===== config.mk =====
export PLATFORM = sky130hd
export DESIGN_NAME = osc_config_decode
export DESIGN_NICKNAME = d
export VERILOG_FILES = /design/src/shared/osc_cfg_pkg.sv /design/src/shared/osc_words_if.sv /design/src/logic/osc_config_decode.sv /design/src/logic/osc_word_capture.sv
export VERILOG_INCLUDE_DIRS = /design/src /design/src/shared
export SDC_FILE = /design/constraint.sdc
export NUM_CORES = 1
export LEC_CHECK = 0
export BUFFER_PORTS_ARGS = -buffer_cell sky130_fd_sc_hd__buf_2
export CORE_MARGIN = 2
export CORE_UTILIZATION = 45
export CTS_BUF_LIST = sky130_fd_sc_hd__clkbuf_2
export DETAILED_ROUTE_END_ITERATION = 16
export GPL_TIMING_DRIVEN = 1
export PLACE_DENSITY_LB_ADDON = 0.12
export SLEW_MARGIN = 20
export SYNTH_ARGS = -nofsm -noshare
export SYNTH_HDL_FRONTEND = slang
export SYNTH_SLANG_ARGS = --single-unit

===== constraint.sdc =====
create_clock -name REF_CLK -period 1.2 [get_ports REF_CLK]
set_input_delay 0.36 -clock REF_CLK [delete_from_list [all_inputs] [get_ports REF_CLK]]
set_output_delay 0.36 -clock REF_CLK [all_outputs]
set_load 0.005 [all_outputs]

===== src/shared/osc_cfg_defs.svh =====
// Bit positions, unused-bit mask and erased values of the two config words.
// Assumes inclusion by bare name from the decode and capture modules.
`ifndef OSC_CFG_DEFS_SVH
`define OSC_CFG_DEFS_SVH
`define SEL_SWITCHOVER_BIT 7
`define SEL_SLOW_RC_PWR_BIT 6
`define SEL_SEC_SOURCE_BIT 5
`define SEL_UNUSED_MASK 8'h18
`define SEL_STARTUP_LSB 0
`define CFG_MONITOR_LSB 6
`define CFG_SEC_POWER_BIT 5
`define CFG_RANGE_LSB 3
`define CFG_CLKOUT_BIT 2
`define CFG_PRIMARY_LSB 0
`define SEL_ERASED 8'hE7
`define CFG_ERASED 8'hFF
`endif


===== src/shared/osc_cfg_pkg.sv =====
// Types for the oscillator configuration decoder.
// Assumes nothing beyond the defines header.
package osc_cfg_pkg;
  typedef enum logic [2:0] {
    SRC_FAST_RC = 3'h0, SRC_FAST_RC_DIV_PLL = 3'h1, SRC_PRIMARY = 3'h2,
    SRC_PRIMARY_PLL = 3'h3, SRC_SECONDARY = 3'h4, SRC_SLOW_RC = 3'h5,
    SRC_LP_FAST_RC_DIV = 3'h6, SRC_FAST_RC_DIV = 3'h7
  } startup_src_t;
  typedef enum logic [1:0] {
    PRI_EXTERNAL = 2'h0, PRI_STANDARD = 2'h1, PRI_HIGH_SPEED = 2'h2,
    PRI_OFF = 2'h3
  } primary_mode_t;
  typedef enum logic [1:0] {
    RANGE_RESERVED = 2'h0, RANGE_LOW = 2'h1, RANGE_MID = 2'h2,
    RANGE_HIGH = 2'h3
  } range_t;
  typedef enum logic [1:0] {
    LATCH_IDLE = 2'h0, LATCH_DONE = 2'h1
  } latch_state_t;
endpackage


===== src/shared/osc_words_if.sv =====
// Carries the two latched config words between capture and decode.
// Assumes the capture stage drives, the decode stage only reads.
`timescale 1ns/100ps
interface osc_words_if;
  logic [7:0] sel_word;
  logic [7:0] cfg_word;
  modport source (output sel_word, output cfg_word);
  modport sink (input sel_word, input cfg_word);
endinterface


===== src/logic/osc_config_decode.sv =====
// Decodes the oscillator selection and configuration words into clock
// controls. Assumes the words come straight from configuration memory
// and hold still while the device runs; erased bits read as one.
`timescale 1ns/100ps
`include "osc_cfg_defs.svh"
module osc_config_decode import osc_cfg_pkg::*; (
  input wire logic REF_CLK,
  input wire logic ARST_N,
  input wire logic [7:0] SEL_WORD_IN,
  input wire logic [7:0] CFG_WORD_IN,
  output logic [7:0] SEL_WORD_READ,
  output logic [7:0] CFG_WORD_READ,
  output logic CONFIG_VALID,
  output logic TWO_SPEED_SWITCHOVER_EN,
  output logic SLOW_RC_POWER_SELECT,
  output logic SECONDARY_CRYSTAL_EN,
  output logic SECONDARY_DIGITAL_CLOCK_IN_EN,
  output logic [2:0] STARTUP_SOURCE_FIELD,
  output logic USE_PLL,
  output logic USE_POSTSCALER,
  output logic CLOCK_SWITCH_EN,
  output logic FAIL_SAFE_MONITOR_EN,
  output logic SECONDARY_POWER_SELECT,
  output logic [1:0] PRIMARY_RANGE_FIELD,
  output logic RANGE_RESERVED_SEEN,
  output logic CLOCK_OUTPUT_EN,
  output logic PRIMARY_OSC_EN,
  output logic HIGH_SPEED_CRYSTAL_MODE,
  output logic STANDARD_CRYSTAL_MODE,
  output logic EXTERNAL_CLOCK_MODE
);
  // ***********************************************************
  // Capture
  // ***********************************************************
  osc_words_if words ();
  logic captured;

  // Words enter through table accesses upstream
  osc_word_capture u_capture (
    .ref_clk(REF_CLK),
    .arst_n(ARST_N),
    .sel_in(SEL_WORD_IN),
    .cfg_in(CFG_WORD_IN),
    .captured(captured),
    .words(words)
  );

  // ***********************************************************
  // Decode state
  // ***********************************************************
  typedef struct packed {
    logic valid;
    logic switchover;
    logic slow_rc_pwr;
    logic sec_crystal;
    logic [2:0] src;
    logic pll;
    logic postscale;
    logic clk_switch;
    logic monitor;
    logic sec_power;
    logic [1:0] range;
    logic reserved;
    logic clk_out;
    logic pri_en;
    logic hs;
    logic xt;
    logic ec;
  } dec_t;
  dec_t q;
  dec_t next_q;

  function automatic logic bit_of(input logic [7:0] w, input int pos);
    bit_of = w[pos];
  endfunction

  logic [7:0] sw;
  logic [7:0] cw;
  logic [1:0] pmode;
  logic [1:0] mon;
  assign sw = words.sel_word;
  assign cw = words.cfg_word;
  assign pmode = cw[`CFG_PRIMARY_LSB +: 2];
  assign mon = cw[`CFG_MONITOR_LSB +: 2];

  always_comb begin
    next_q = q;
    next_q.valid = captured;
    next_q.switchover = bit_of(sw, `SEL_SWITCHOVER_BIT);
    next_q.slow_rc_pwr = bit_of(sw, `SEL_SLOW_RC_PWR_BIT);
    next_q.sec_crystal = bit_of(sw, `SEL_SEC_SOURCE_BIT);
    next_q.src = sw[`SEL_STARTUP_LSB +: 3];
    case (startup_src_t'(sw[`SEL_STARTUP_LSB +: 3]))
      SRC_FAST_RC: begin
        next_q.pll = 1'b0;
        next_q.postscale = 1'b0;
      end
      SRC_FAST_RC_DIV_PLL: begin
        next_q.pll = 1'b1;
        next_q.postscale = 1'b1;
      end
      SRC_PRIMARY: begin
        next_q.pll = 1'b0;
        next_q.postscale = 1'b0;
      end
      SRC_PRIMARY_PLL: begin
        next_q.pll = 1'b1;
        next_q.postscale = 1'b0;
      end
      SRC_SECONDARY, SRC_SLOW_RC: begin
        next_q.pll = 1'b0;
        next_q.postscale = 1'b0;
      end
      SRC_LP_FAST_RC_DIV: begin
        next_q.pll = 1'b0;
        next_q.postscale = 1'b1;
      end
      default: begin
        next_q.pll = 1'b0;
        next_q.postscale = 1'b1;
      end
    endcase
    // Upper bit set wins over the lower one
    next_q.clk_switch = ~mon[1];
    next_q.monitor = (mon == 2'h0);
    next_q.sec_power = bit_of(cw, `CFG_SEC_POWER_BIT);
    next_q.range = cw[`CFG_RANGE_LSB +: 2];
    // Flag only; the reserved code is the programmer's to avoid
    next_q.reserved = (range_t'(cw[`CFG_RANGE_LSB +: 2]) == RANGE_RESERVED);
    next_q.clk_out = bit_of(cw, `CFG_CLKOUT_BIT) &&
      (pmode == PRI_OFF || pmode == PRI_EXTERNAL);
    next_q.pri_en = (pmode != PRI_OFF);
    next_q.hs = (pmode == PRI_HIGH_SPEED);
    next_q.xt = (pmode == PRI_STANDARD);
    next_q.ec = (pmode == PRI_EXTERNAL);
  end

  // Reset shows the erased-word decode: all ones except unused bits
  always_ff @(posedge REF_CLK or negedge ARST_N) begin
    if (!ARST_N) begin
      q <= '{valid: 1'b0, switchover: 1'b1, slow_rc_pwr: 1'b1,
        sec_crystal: 1'b1, src: 3'h7, pll: 1'b0, postscale: 1'b1,
        clk_switch: 1'b0, monitor: 1'b0, sec_power: 1'b1,
        range: 2'h3, reserved: 1'b0, clk_out: 1'b1, pri_en: 1'b0,
        hs: 1'b0, xt: 1'b0, ec: 1'b0};
    end else begin
      q <= next_q;
    end
  end

  // ***********************************************************
  // Outputs
  // ***********************************************************
  assign SEL_WORD_READ = sw;
  assign CFG_WORD_READ = cw;
  assign CONFIG_VALID = q.valid;
  assign TWO_SPEED_SWITCHOVER_EN = q.switchover;
  assign SLOW_RC_POWER_SELECT = q.slow_rc_pwr;
  assign SECONDARY_CRYSTAL_EN = q.sec_crystal;
  assign SECONDARY_DIGITAL_CLOCK_IN_EN = ~q.sec_crystal;
  assign STARTUP_SOURCE_FIELD = q.src;
  assign USE_PLL = q.pll;
  assign USE_POSTSCALER = q.postscale;
  assign CLOCK_SWITCH_EN = q.clk_switch;
  assign FAIL_SAFE_MONITOR_EN = q.monitor;
  assign SECONDARY_POWER_SELECT = q.sec_power;
  assign PRIMARY_RANGE_FIELD = q.range;
  assign RANGE_RESERVED_SEEN = q.reserved;
  assign CLOCK_OUTPUT_EN = q.clk_out;
  assign PRIMARY_OSC_EN = q.pri_en;
  assign HIGH_SPEED_CRYSTAL_MODE = q.hs;
  assign STANDARD_CRYSTAL_MODE = q.xt;
  assign EXTERNAL_CLOCK_MODE = q.ec;
endmodule // osc_config_decode


===== src/logic/osc_word_capture.sv =====
// Captures both configuration words once, right after reset release.
// Assumes the words stay stable from the configuration memory.
`timescale 1ns/100ps
`include "osc_cfg_defs.svh"
module osc_word_capture import osc_cfg_pkg::*; (
  input wire logic ref_clk,
  input wire logic arst_n,
  input wire logic [7:0] sel_in,
  input wire logic [7:0] cfg_in,
  output logic captured,
  osc_words_if.source words
);
  typedef struct packed {
    latch_state_t st;
    logic [7:0] sel;
    logic [7:0] cfg;
  } cap_t;
  cap_t q;
  cap_t next_q;

  always_comb begin
    next_q = q;
    case (q.st)
      LATCH_IDLE: begin
        // Unused bits forced low on capture
        next_q.sel = sel_in & ~`SEL_UNUSED_MASK;
        next_q.cfg = cfg_in;
        next_q.st = LATCH_DONE;
      end
      LATCH_DONE: next_q = q;
      default: next_q.st = LATCH_IDLE;
    endcase
  end

  // Erased values until the real words are caught
  always_ff @(posedge ref_clk or negedge arst_n) begin
    if (!arst_n) begin
      q <= '{st: LATCH_IDLE, sel: `SEL_ERASED, cfg: `CFG_ERASED};
    end else begin
      q <= next_q;
    end
  end

  assign words.sel_word = q.sel;
  assign words.cfg_word = q.cfg;
  assign captured = (q.st == LATCH_DONE);
endmodule // osc_word_capture


After elaboration in Yosys (flattened, before gate mapping)
Index checks and enable logic that the tools add are counted.
{"block": "word_totals", "out_inout_bits": 37, "ff_bits": 36, "elab_cells": 42}
{"block": "op_classes", "bitwise_logic": 2, "n_mux": 2, "n_eq_ne": 10, "reduce_logical": 8}
{"op": "$logic_not A2 Y1", "n": 4}
{"op": "$eq A3 B2 Y1 const B", "n": 2}
{"op": "$eq A3 B3 Y1 const B", "n": 2}
{"op": "$pmux W2 S3", "n": 1}
{"op": "$eq A2 B1 Y1 const B", "n": 2}
{"op": "$eq A2 B2 Y1 const B", "n": 2}
{"op": "$pmux W2 S2", "n": 1}
{"op": "$reduce_or A4 Y1", "n": 1}
{"op": "$eq A3 B1 Y1 const B", "n": 1}
{"op": "$logic_not A3 Y1", "n": 1}
{"op": "$ne A2 B2 Y1 const B", "n": 1}
{"op": "$not A1 Y1", "n": 2}
{"op": "$logic_and A1 B1 Y1", "n": 1}
{"op": "$logic_or A1 B1 Y1", "n": 1}

Logic depth before layout (Yosys ltp)
Gate-level depths: netlist of run 1.
{"block": "depth", "depth_word": 3, "depth_mapped": 3, "depth_no_buf": 3}

Cells and area by module
A second synthesis of run 1 with hierarchy kept.
{"block": "unflattened", "hier_cells": 70, "hier_area_um2": 1206.2}
{"module": "osc_config_decode", "area_per_inst_um2": 621.8, "seq_area_each_um2": 514.2, "instances": 1, "cells_each": 36}
{"module": "osc_word_capture", "area_per_inst_um2": 584.3, "seq_area_each_um2": 392.9, "instances": 1, "cells_each": 34}

Least setup slack after synthesis of run 1
No wires, ideal clock.
{"block": "synth_timing", "path_kind": "register to register", "startpoint": "register u_capture.q, in the netlist u_capture.words.cfg_word[0]", "endpoint": "register q, in the netlist CLOCK_OUTPUT_EN", "slack_ns": 0.155, "arrival_time_ns": 0.976, "setup_time_ns": 0.068, "path_stages_with_launch": 4, "path_cell_list": "dfstp_2 inv_1 ha_1 nor2b_1"}
{"item": "start: declaration", "line_no": "osc_word_capture.sv:18", "text": "cap_t q;"}
{"item": "start signal: assignment", "line_no": "osc_word_capture.sv:38", "text": "q <= '{st: LATCH_IDLE, sel: `SEL_ERASED, cfg: `CFG_ERASED};"}
{"item": "start signal: assignment", "line_no": "osc_word_capture.sv:40", "text": "q <= next_q;"}
{"item": "end signal: assignment", "line_no": "osc_config_decode.sv:141", "text": "q <= '{valid: 1'b0, switchover: 1'b1, slow_rc_pwr: 1'b1,"}
{"item": "end signal: assignment", "line_no": "osc_config_decode.sv:147", "text": "q <= next_q;"}
{"item": "end: declaration", "line_no": "osc_config_decode.sv:70", "text": "dec_t q;"}

Worst setup path after layout of run 1
{"block": "layout_timing", "startpoint": "register q, in the netlist SECONDARY_CRYSTAL_EN", "endpoint": "output SECONDARY_DIGITAL_CLOCK_IN_EN"}
{"block": "layout_between", "elab_chain_len": 1}
{"item": "$not A1 Y1", "line_no": "osc_config_decode.sv:160", "text": "assign SECONDARY_DIGITAL_CLOCK_IN_EN = ~q.sec_crystal;"}
{"item": "end: declaration", "line_no": "osc_config_decode.sv:17", "text": "output logic SECONDARY_DIGITAL_CLOCK_IN_EN,"}
Every way passes these cells.

==> metrics.csv, run 1 <==
stage,metric,value,unit
cts,htree_num_levels,2,
setup_path,required,840,ps
timing,hold-worst-slack,219,ps
global_routing,grt_max_degree,36,
cts,clock_latency,360,ps
cells_and_area,area_delta_synth_final,35.2,%
power,switching_power,556,uW
route,viasPerCell,4.45,
worst_hold_path,hp-class,in -> reg,
floorplanning,die_x,57.0,um
status,status,finished with violations,
route,vias,779,
power,leakage,0.862,nW
timing,period_share,118,%
global_routing,antenna_found_initial,0,
logic_synthesis,syn_area,1270,um2
logic_synthesis,synthMuxAreaShare,13.3,%
setup_path,cpMaxStageDelayCell,dfstp_2,
cells_and_area,final_common_cell,buf_2,
setup_path,reg2reg_depth,5,
global_routing,grt_pass1_vias,723,
global_routing,grt-ovfl-total,0,
logic_synthesis,synth_top_family_by_area,multiplexers,
timing,rsz0062_at_grt,true,
setup_path,rr_startpoint,u_capture.words.cfg_word[0]$_DFFE_PN1N_,
logic_synthesis,synth-simple-area-share,1.58,%
cells_and_area,fin_nets,165,
logic_synthesis,syn_inst,77,
cells_and_area,diodes,0,
timing,finalClockSkew,11.8,ps
setup_path,rr_endpoint,CLOCK_OUTPUT_EN$_DFF_PN1_,
power,internal_power,1.79,mW
status,violations,negative setup slack,
logic_synthesis,syn_avg_cell_area,16.4,um2
power,seqPwrFrac,60.0,%
power,swShare,23.7,%
timing,timing.fmax,0.707,GHz
floorplanning,core,2710,um2
global_routing,track_usage,13.7,%
logic_synthesis,yosysSeqAreaShare,71.6,%
cells_and_area,drive_above_1_share,82.6,%
setup_path,worstPathBufferInverterCount,2,
timing,setup_viol,35,
timing,finalCriticalPeriod,1410,ps
cells_and_area,layout_common_cells,"buf_2, dfstp_2, buf_4, mux2_2, dfrtp_1",
placement,dp_slack,127,ps
timing,hold_violations,0,
setup_path,cp_max_fo,2,
floorplanning,ios,55,
power,peakVddDrop,0.947,mV
placement,place_area,1500,um2
cts,cts_root_buf,clkbuf_2,
cells_and_area,stdcell_area,1710,um2
logic_synthesis,yosys-top-cells-area,"dfstp_2, dfrtp_1, mux2_2, buf_4, ha_1",
floorplanning,die_y,57.0,um
route,ant_nets,0,
logic_synthesis,ys_ff_latch,35,
worst_hold_path,worstHoldStart,SEL_WORD_IN[5],
timing,slew_violations,0,
run,maxCapViolations,0,
logic_synthesis,synthAdderAreaFrac,3.95,%
setup_path,critPathTopFamily,flip-flops,
logic_synthesis,ys_types,10,
cts,cts_buffers,5,
logic_synthesis,synth_area_leader_cell,dfstp_2,
setup_path,critPathLaunchType,flop,
route,drc_errors,0,
cts,cts_buffer_depth,2,
timing,setup_ws,-214,ps
worst_hold_path,whs_path_depth,2,
floorplanning,floorplan.rows,19,
setup_path,crit_type,reg -> out,
setup_path,cp-end-kind,output pin,
setup_path,cp.arrival,1050,ps
route,detail_route.wirelength,2060,um
route,first_pass_iters,2,
cells_and_area,fill_cells,239,
cts,clkTransAtPathRegs,160,ps
floorplanning,die_area,3250,um2
worst_hold_path,worstHoldEndpoint,u_capture.words.sel_word[5]$_DFFE_PN1N_,
logic_synthesis,synth.top_cell.area_share,51.9,%
placement,place.port_buffers,50,
route,routedWlPerCell,11.8,um
logic_synthesis,ys.warnings.count,0,
logic_synthesis,synth-compound-area-share,0,%
logic_synthesis,synth_xor_area_share,0,%
setup_path,path_cells,"inv_1, buf_2",
placement,gp_congestion,0.681,
setup_path,r2r_slack,40,ps
setup_path,cp.depth,2,
route,drt_iter0_drc,4,
global_routing,grt_first_pass_wirelength,3190,um
power,power_frac_comb,17.8,%
floorplanning,initial_utilization,46.7,%
power,clockPowerShare,22.2,%
cts,clock_sinks,35,
cts,tritoncts,built,
power,p_per_area,1370,nW/um2
cells_and_area,utilization,63.2,%
setup_path,critPathMaxStageDelay,550,ps
==> cell usage after synthesis, drive strengths merged <==
cell type	instances
dfstp	25
ha	4
inv	5
buf	12
conb	2
dfrtp	10
nor2b	2
mux2	15
nor2	2
==> power groups by stage <==
stage                     Clock, mW  Combinational [mW]  Sequential, mW
after global routing          0.607               0.460            1.42
after CTS                     0.542               0.374            1.41
after global placement            0               0.290            1.44
after detailed placement          0               0.295            1.45
after floorplan                   0               0.141            1.45
final                         0.520               0.416            1.41
==> metrics by stage <==
| stage | setup TNS (ps) | power, mW | cells |
|---|---|---|---|
| 2_1_floorplan | 0 | 1.59 | 78 |
| 3_3_place_gp | 0 | 1.73 | 150 |
| 5_1_grt | -6930 | 2.49 | 175 |
| 3_5_place_dp | 0 | 1.74 | 150 |
| 4_1_cts | -5450 | 2.32 | 170 |
| 6_report | -4520 | 2.34 | 175 |
==> worst max path at each step <==
stage / startpoint / endpoint
5_1_grt: SECONDARY_CRYSTAL_EN$_DFF_PN1_ / SECONDARY_DIGITAL_CLOCK_IN_EN
2_1_floorplan: u_capture.words.cfg_word[0]$_DFFE_PN1N_ / CLOCK_OUTPUT_EN$_DFF_PN1_
3_3_place_gp: u_capture.words.cfg_word[0]$_DFFE_PN1N_ / CLOCK_OUTPUT_EN$_DFF_PN1_
6_report: SECONDARY_CRYSTAL_EN$_DFF_PN1_ / SECONDARY_DIGITAL_CLOCK_IN_EN
3_5_place_dp: u_capture.words.cfg_word[0]$_DFFE_PN1N_ / CLOCK_OUTPUT_EN$_DFF_PN1_
4_1_cts: SECONDARY_CRYSTAL_EN$_DFF_PN1_ / SECONDARY_DIGITAL_CLOCK_IN_EN
==> state kept, by name, summed over array words and instances (netlist names), 2 cells and up <==
name and cells:
STARTUP_SOURCE_FIELD 3, u_capture.words.cfg_word 8, PRIMARY_RANGE_FIELD 2, u_capture.words.sel_word 6
==> cell type report <==
cell class,count,area [um2],area share (%)
clock buffer,8,40.0,2.34
inverter,5,18.8,1.10
multi-input combinational,26,263,15.4
sequential,35,907,53.0
tap,31,38.8,2.27
timing repair buffer,70,444,26.0
==> cells by family (layout without fill, tap and decap cells) <==
kind of cell             after synthesis  in the layout
adder cells (fa/ha/maj)                4              4
buffers and inverters                 17             83
flip-flops                            35             35
multiplexers                          15             15
other                                  2              3
AND/OR/NAND/NOR                        4              4
==> metal layers <==
layer / vias up / track usage, % / wire length (um)
met4: 0 / 5.98 / 34
met1: 378 / 14.9 / 749
met3: 4 / 6.58 / 193
li1: 363 / - / -
met5: - / 0 / 0
met2: 34 / 22.7 / 1080
==> timing repair <==
action	CTS	global route
setup endpoints to repair	35	36
endpoints found under the hold margin	10	0
gates resized for setup	1	6
pin swaps	0	1
gates cloned	0	0
setup buffers	11	6
hold buffers	1	0
Note: power is estimated with default switching activity, not from simulation.
==> run 2: changes to the inputs <==
--- a/config.mk
+++ b/config.mk
@@ -8,7 +8,7 @@
 export LEC_CHECK = 0
 export BUFFER_PORTS_ARGS = -buffer_cell sky130_fd_sc_hd__buf_2
 export CORE_MARGIN = 2
-export CORE_UTILIZATION = 45
+export CORE_UTILIZATION = 43
 export CTS_BUF_LIST = sky130_fd_sc_hd__clkbuf_2
 export DETAILED_ROUTE_END_ITERATION = 16
 export GPL_TIMING_DRIVEN = 1
==> constraint.sdc (replaced) <==
create_clock -name REF_CLK -period 1.19 [get_ports REF_CLK]
set_input_delay 0.357 -clock REF_CLK [delete_from_list [all_inputs] [get_ports REF_CLK]]
set_output_delay 0.357 -clock REF_CLK [all_outputs]
set_load 0.005 [all_outputs]
==> metrics.csv, run 2 (synthesis gave the netlist of run 1 again) <==
stage,metric,value,unit,change
timing,timing.fmax,0.705,GHz,
route,first_pass_iters,2,,unchanged
power,leakage,0.849,nW,was 0.862 nW
timing,setup_viol,35,,unchanged
route,drc_errors,0,,unchanged
cts,cts_buffer_depth,2,,unchanged
status,violations,negative setup slack,,unchanged
cells_and_area,largest_reg_flops,8,,unchanged
route,routedWlPerCell,12.0,um,was 11.8 um
placement,place.port_buffers,50,,unchanged
setup_path,cp.arrival,1060,ps,was 1050 ps
timing,hold-worst-slack,205,ps,was 219 ps
setup_path,cp_max_fo,2,,unchanged
floorplanning,die_y,58.3,um,was 57.0 um
power,peakVddDrop,1.23,mV,was 0.947 mV
timing,finalClockSkew,24.5,ps,was 11.8 ps
status,status,finished with violations,,unchanged
floorplanning,ios,55,,unchanged
cells_and_area,fin_nets,162,,was 165
cts,cts_buffers,5,,unchanged
cts,clock_sinks,35,,unchanged
floorplanning,initial_utilization,45.5,%,was 46.7%
floorplanning,floorplan.rows,19,,unchanged
global_routing,grt_max_degree,36,,unchanged
route,viasPerCell,4.40,,was 4.45
power,p_total,2.37,mW,was 2.34 mW
cells_and_area,stdcell_area,1720,um2,was 1710 um2
global_routing,grt_pass1_vias,786,,was 723
setup_path,required,830,ps,was 840 ps
placement,dp_hpwl,1340,um,
timing,setup_ws,-228,ps,was -214 ps
global_routing,grt-ovfl-total,0,,unchanged
placement,place_area,1500,um2,unchanged
cells_and_area,drive_above_1_share,83.0,%,was 82.6%
power,clockPowerShare,22.1,%,was 22.2%
route,detail_route.wirelength,2070,um,was 2060 um
global_routing,track_usage,13.2,%,was 13.7%
route,ant_nets,0,,unchanged
timing,period_share,119,%,
route,vias,756,,was 779
setup_path,r2r_slack,50,ps,was 40 ps
power,p_per_area,1380,nW/um2,was 1370 nW/um2
power,swShare,24.8,%,was 23.7%
global_routing,antenna_found_initial,0,,unchanged
power,seqPwrFrac,60.1,%,was 60.0%
timing,rsz0062_at_grt,true,,unchanged
power,internal_power,1.78,mW,was 1.79 mW
cells_and_area,layout_common_cells,"buf_2, dfstp_2, mux2_2, buf_4, dfrtp_1",,"was buf_2, dfstp_2, buf_4, mux2_2, dfrtp_1"
placement,gp_congestion,0.653,,was 0.681
timing,hold_violations,0,,unchanged
run,maxCapViolations,0,,unchanged
power,switching_power,588,uW,was 556 uW
setup_path,cp-end-kind,output pin,,unchanged
cts,tritoncts,built,,unchanged
timing,slew_violations,0,,unchanged
floorplanning,die_x,58.3,um,was 57.0 um
route,drt_iter0_drc,9,,was 4
setup_path,critPathLaunchType,flop,,unchanged
power,power_frac_comb,17.8,%,about the same
worst_hold_path,hp-class,in -> reg,,unchanged
cts,cts_root_buf,clkbuf_2,,unchanged
cells_and_area,final_common_cell,buf_2,,unchanged
cts,htree_num_levels,2,,unchanged
floorplanning,core,2780,um2,was 2710 um2
global_routing,grt_first_pass_wirelength,3230,um,was 3190 um
cells_and_area,diodes,0,,unchanged
timing,finalCriticalPeriod,1420,ps,
cts,clkTransAtPathRegs,180,ps,was 160 ps
cells_and_area,area_delta_synth_final,35.5,%,was 35.2%
floorplanning,die_area,3390,um2,was 3250 um2
placement,dp_slack,85.6,ps,was 127 ps
cts,clock_latency,360,ps,about the same
setup_path,crit_type,reg -> out,,unchanged
-- run 2: cell types whose count changed in the layout (fill, tap and decap cells not counted) --
cell / change
buf_2: -4
buf_4: -2
buf_6: +3
clkbuf_2: -2
clkinv_2: +1
clkinvlp_4: +1
inv_1: -1
inv_4: +1
-- run 2: final cells by class --
class	instances	area, um2
clock inverters	2	12.5
fillers	224	1070
flip-flops and latches	35	907
multi-input cells	26	263
repair buffers	67	443
inverters	5	21.3
clock buffers	6	30.0
well taps	31	38.8
-- run 2: critical path: stages, from the launching register on --
cell     delay (ps)
dfstp_2         560
inv_1            30
buf_2           110
-- run 2: power groups by stage --
stage	clock network (mW)	logic, mW	registers, mW
floorplan	0	0.142	1.46
finish	0.524	0.421	1.42
CTS	0.548	0.384	1.42
detailed placement	0	0.298	1.46
global route	0.594	0.469	1.44
global placement	0	0.292	1.45
-- run 2: final timing paths --
| check | from | end | cells after the start |
|---|---|---|---|
| hold / removal | CFG_WORD_IN[5] | u_capture.words.cfg_word[5]$_DFFE_PN1N_ | 2 |
| setup / recovery | SECONDARY_CRYSTAL_EN$_DFF_PN1_ | SECONDARY_DIGITAL_CLOCK_IN_EN | 2 |
| max in group asynchronous | ARST_N | PRIMARY_RANGE_FIELD[1]$_DFF_PN1_ | 3 |
| hold reg to reg | u_capture.words.cfg_word[5]$_DFFE_PN1N_ | SECONDARY_POWER_SELECT$_DFF_PN1_ | 0 |
| setup reg to reg | u_capture.words.cfg_word[0]$_DFFE_PN1N_ | CLOCK_OUTPUT_EN$_DFF_PN1_ | 4 |
| min in group asynchronous | ARST_N | CONFIG_VALID$_DFF_PN0_ | 3 |
-- run 2: what timing repair did --
action | in CTS | in global routing
hold buffers | 1 | 0
endpoints found under the setup margin | 35 | 36
setup buffers | 12 | 3
endpoints found under the hold margin | 10 | 0
resized for setup | 2 | 11
pin swaps | 1 | 1
cloned | 0 | 0
-- run 2: metrics by stage --
step / cells / util (%) / TNS (ps)
after global routing: 172 / 61.7 / -7330
after CTS: 171 / 59.2 / -6210
after floorplan: 78 / - / 0
after detailed placement: 150 / 53.9 / 0
after global placement: 150 / 53.9 / 0
final: 172 / 61.7 / -5090
-- run 2: routing by layer --
layer	GRT usage [%]	up-vias	part of all wire (%)
met1	14.0	359	38
met3	5.13	7	7.7
met5	0	-	0
met4	8.97	0	2.2
met2	21.7	35	52
li1	-	355	-
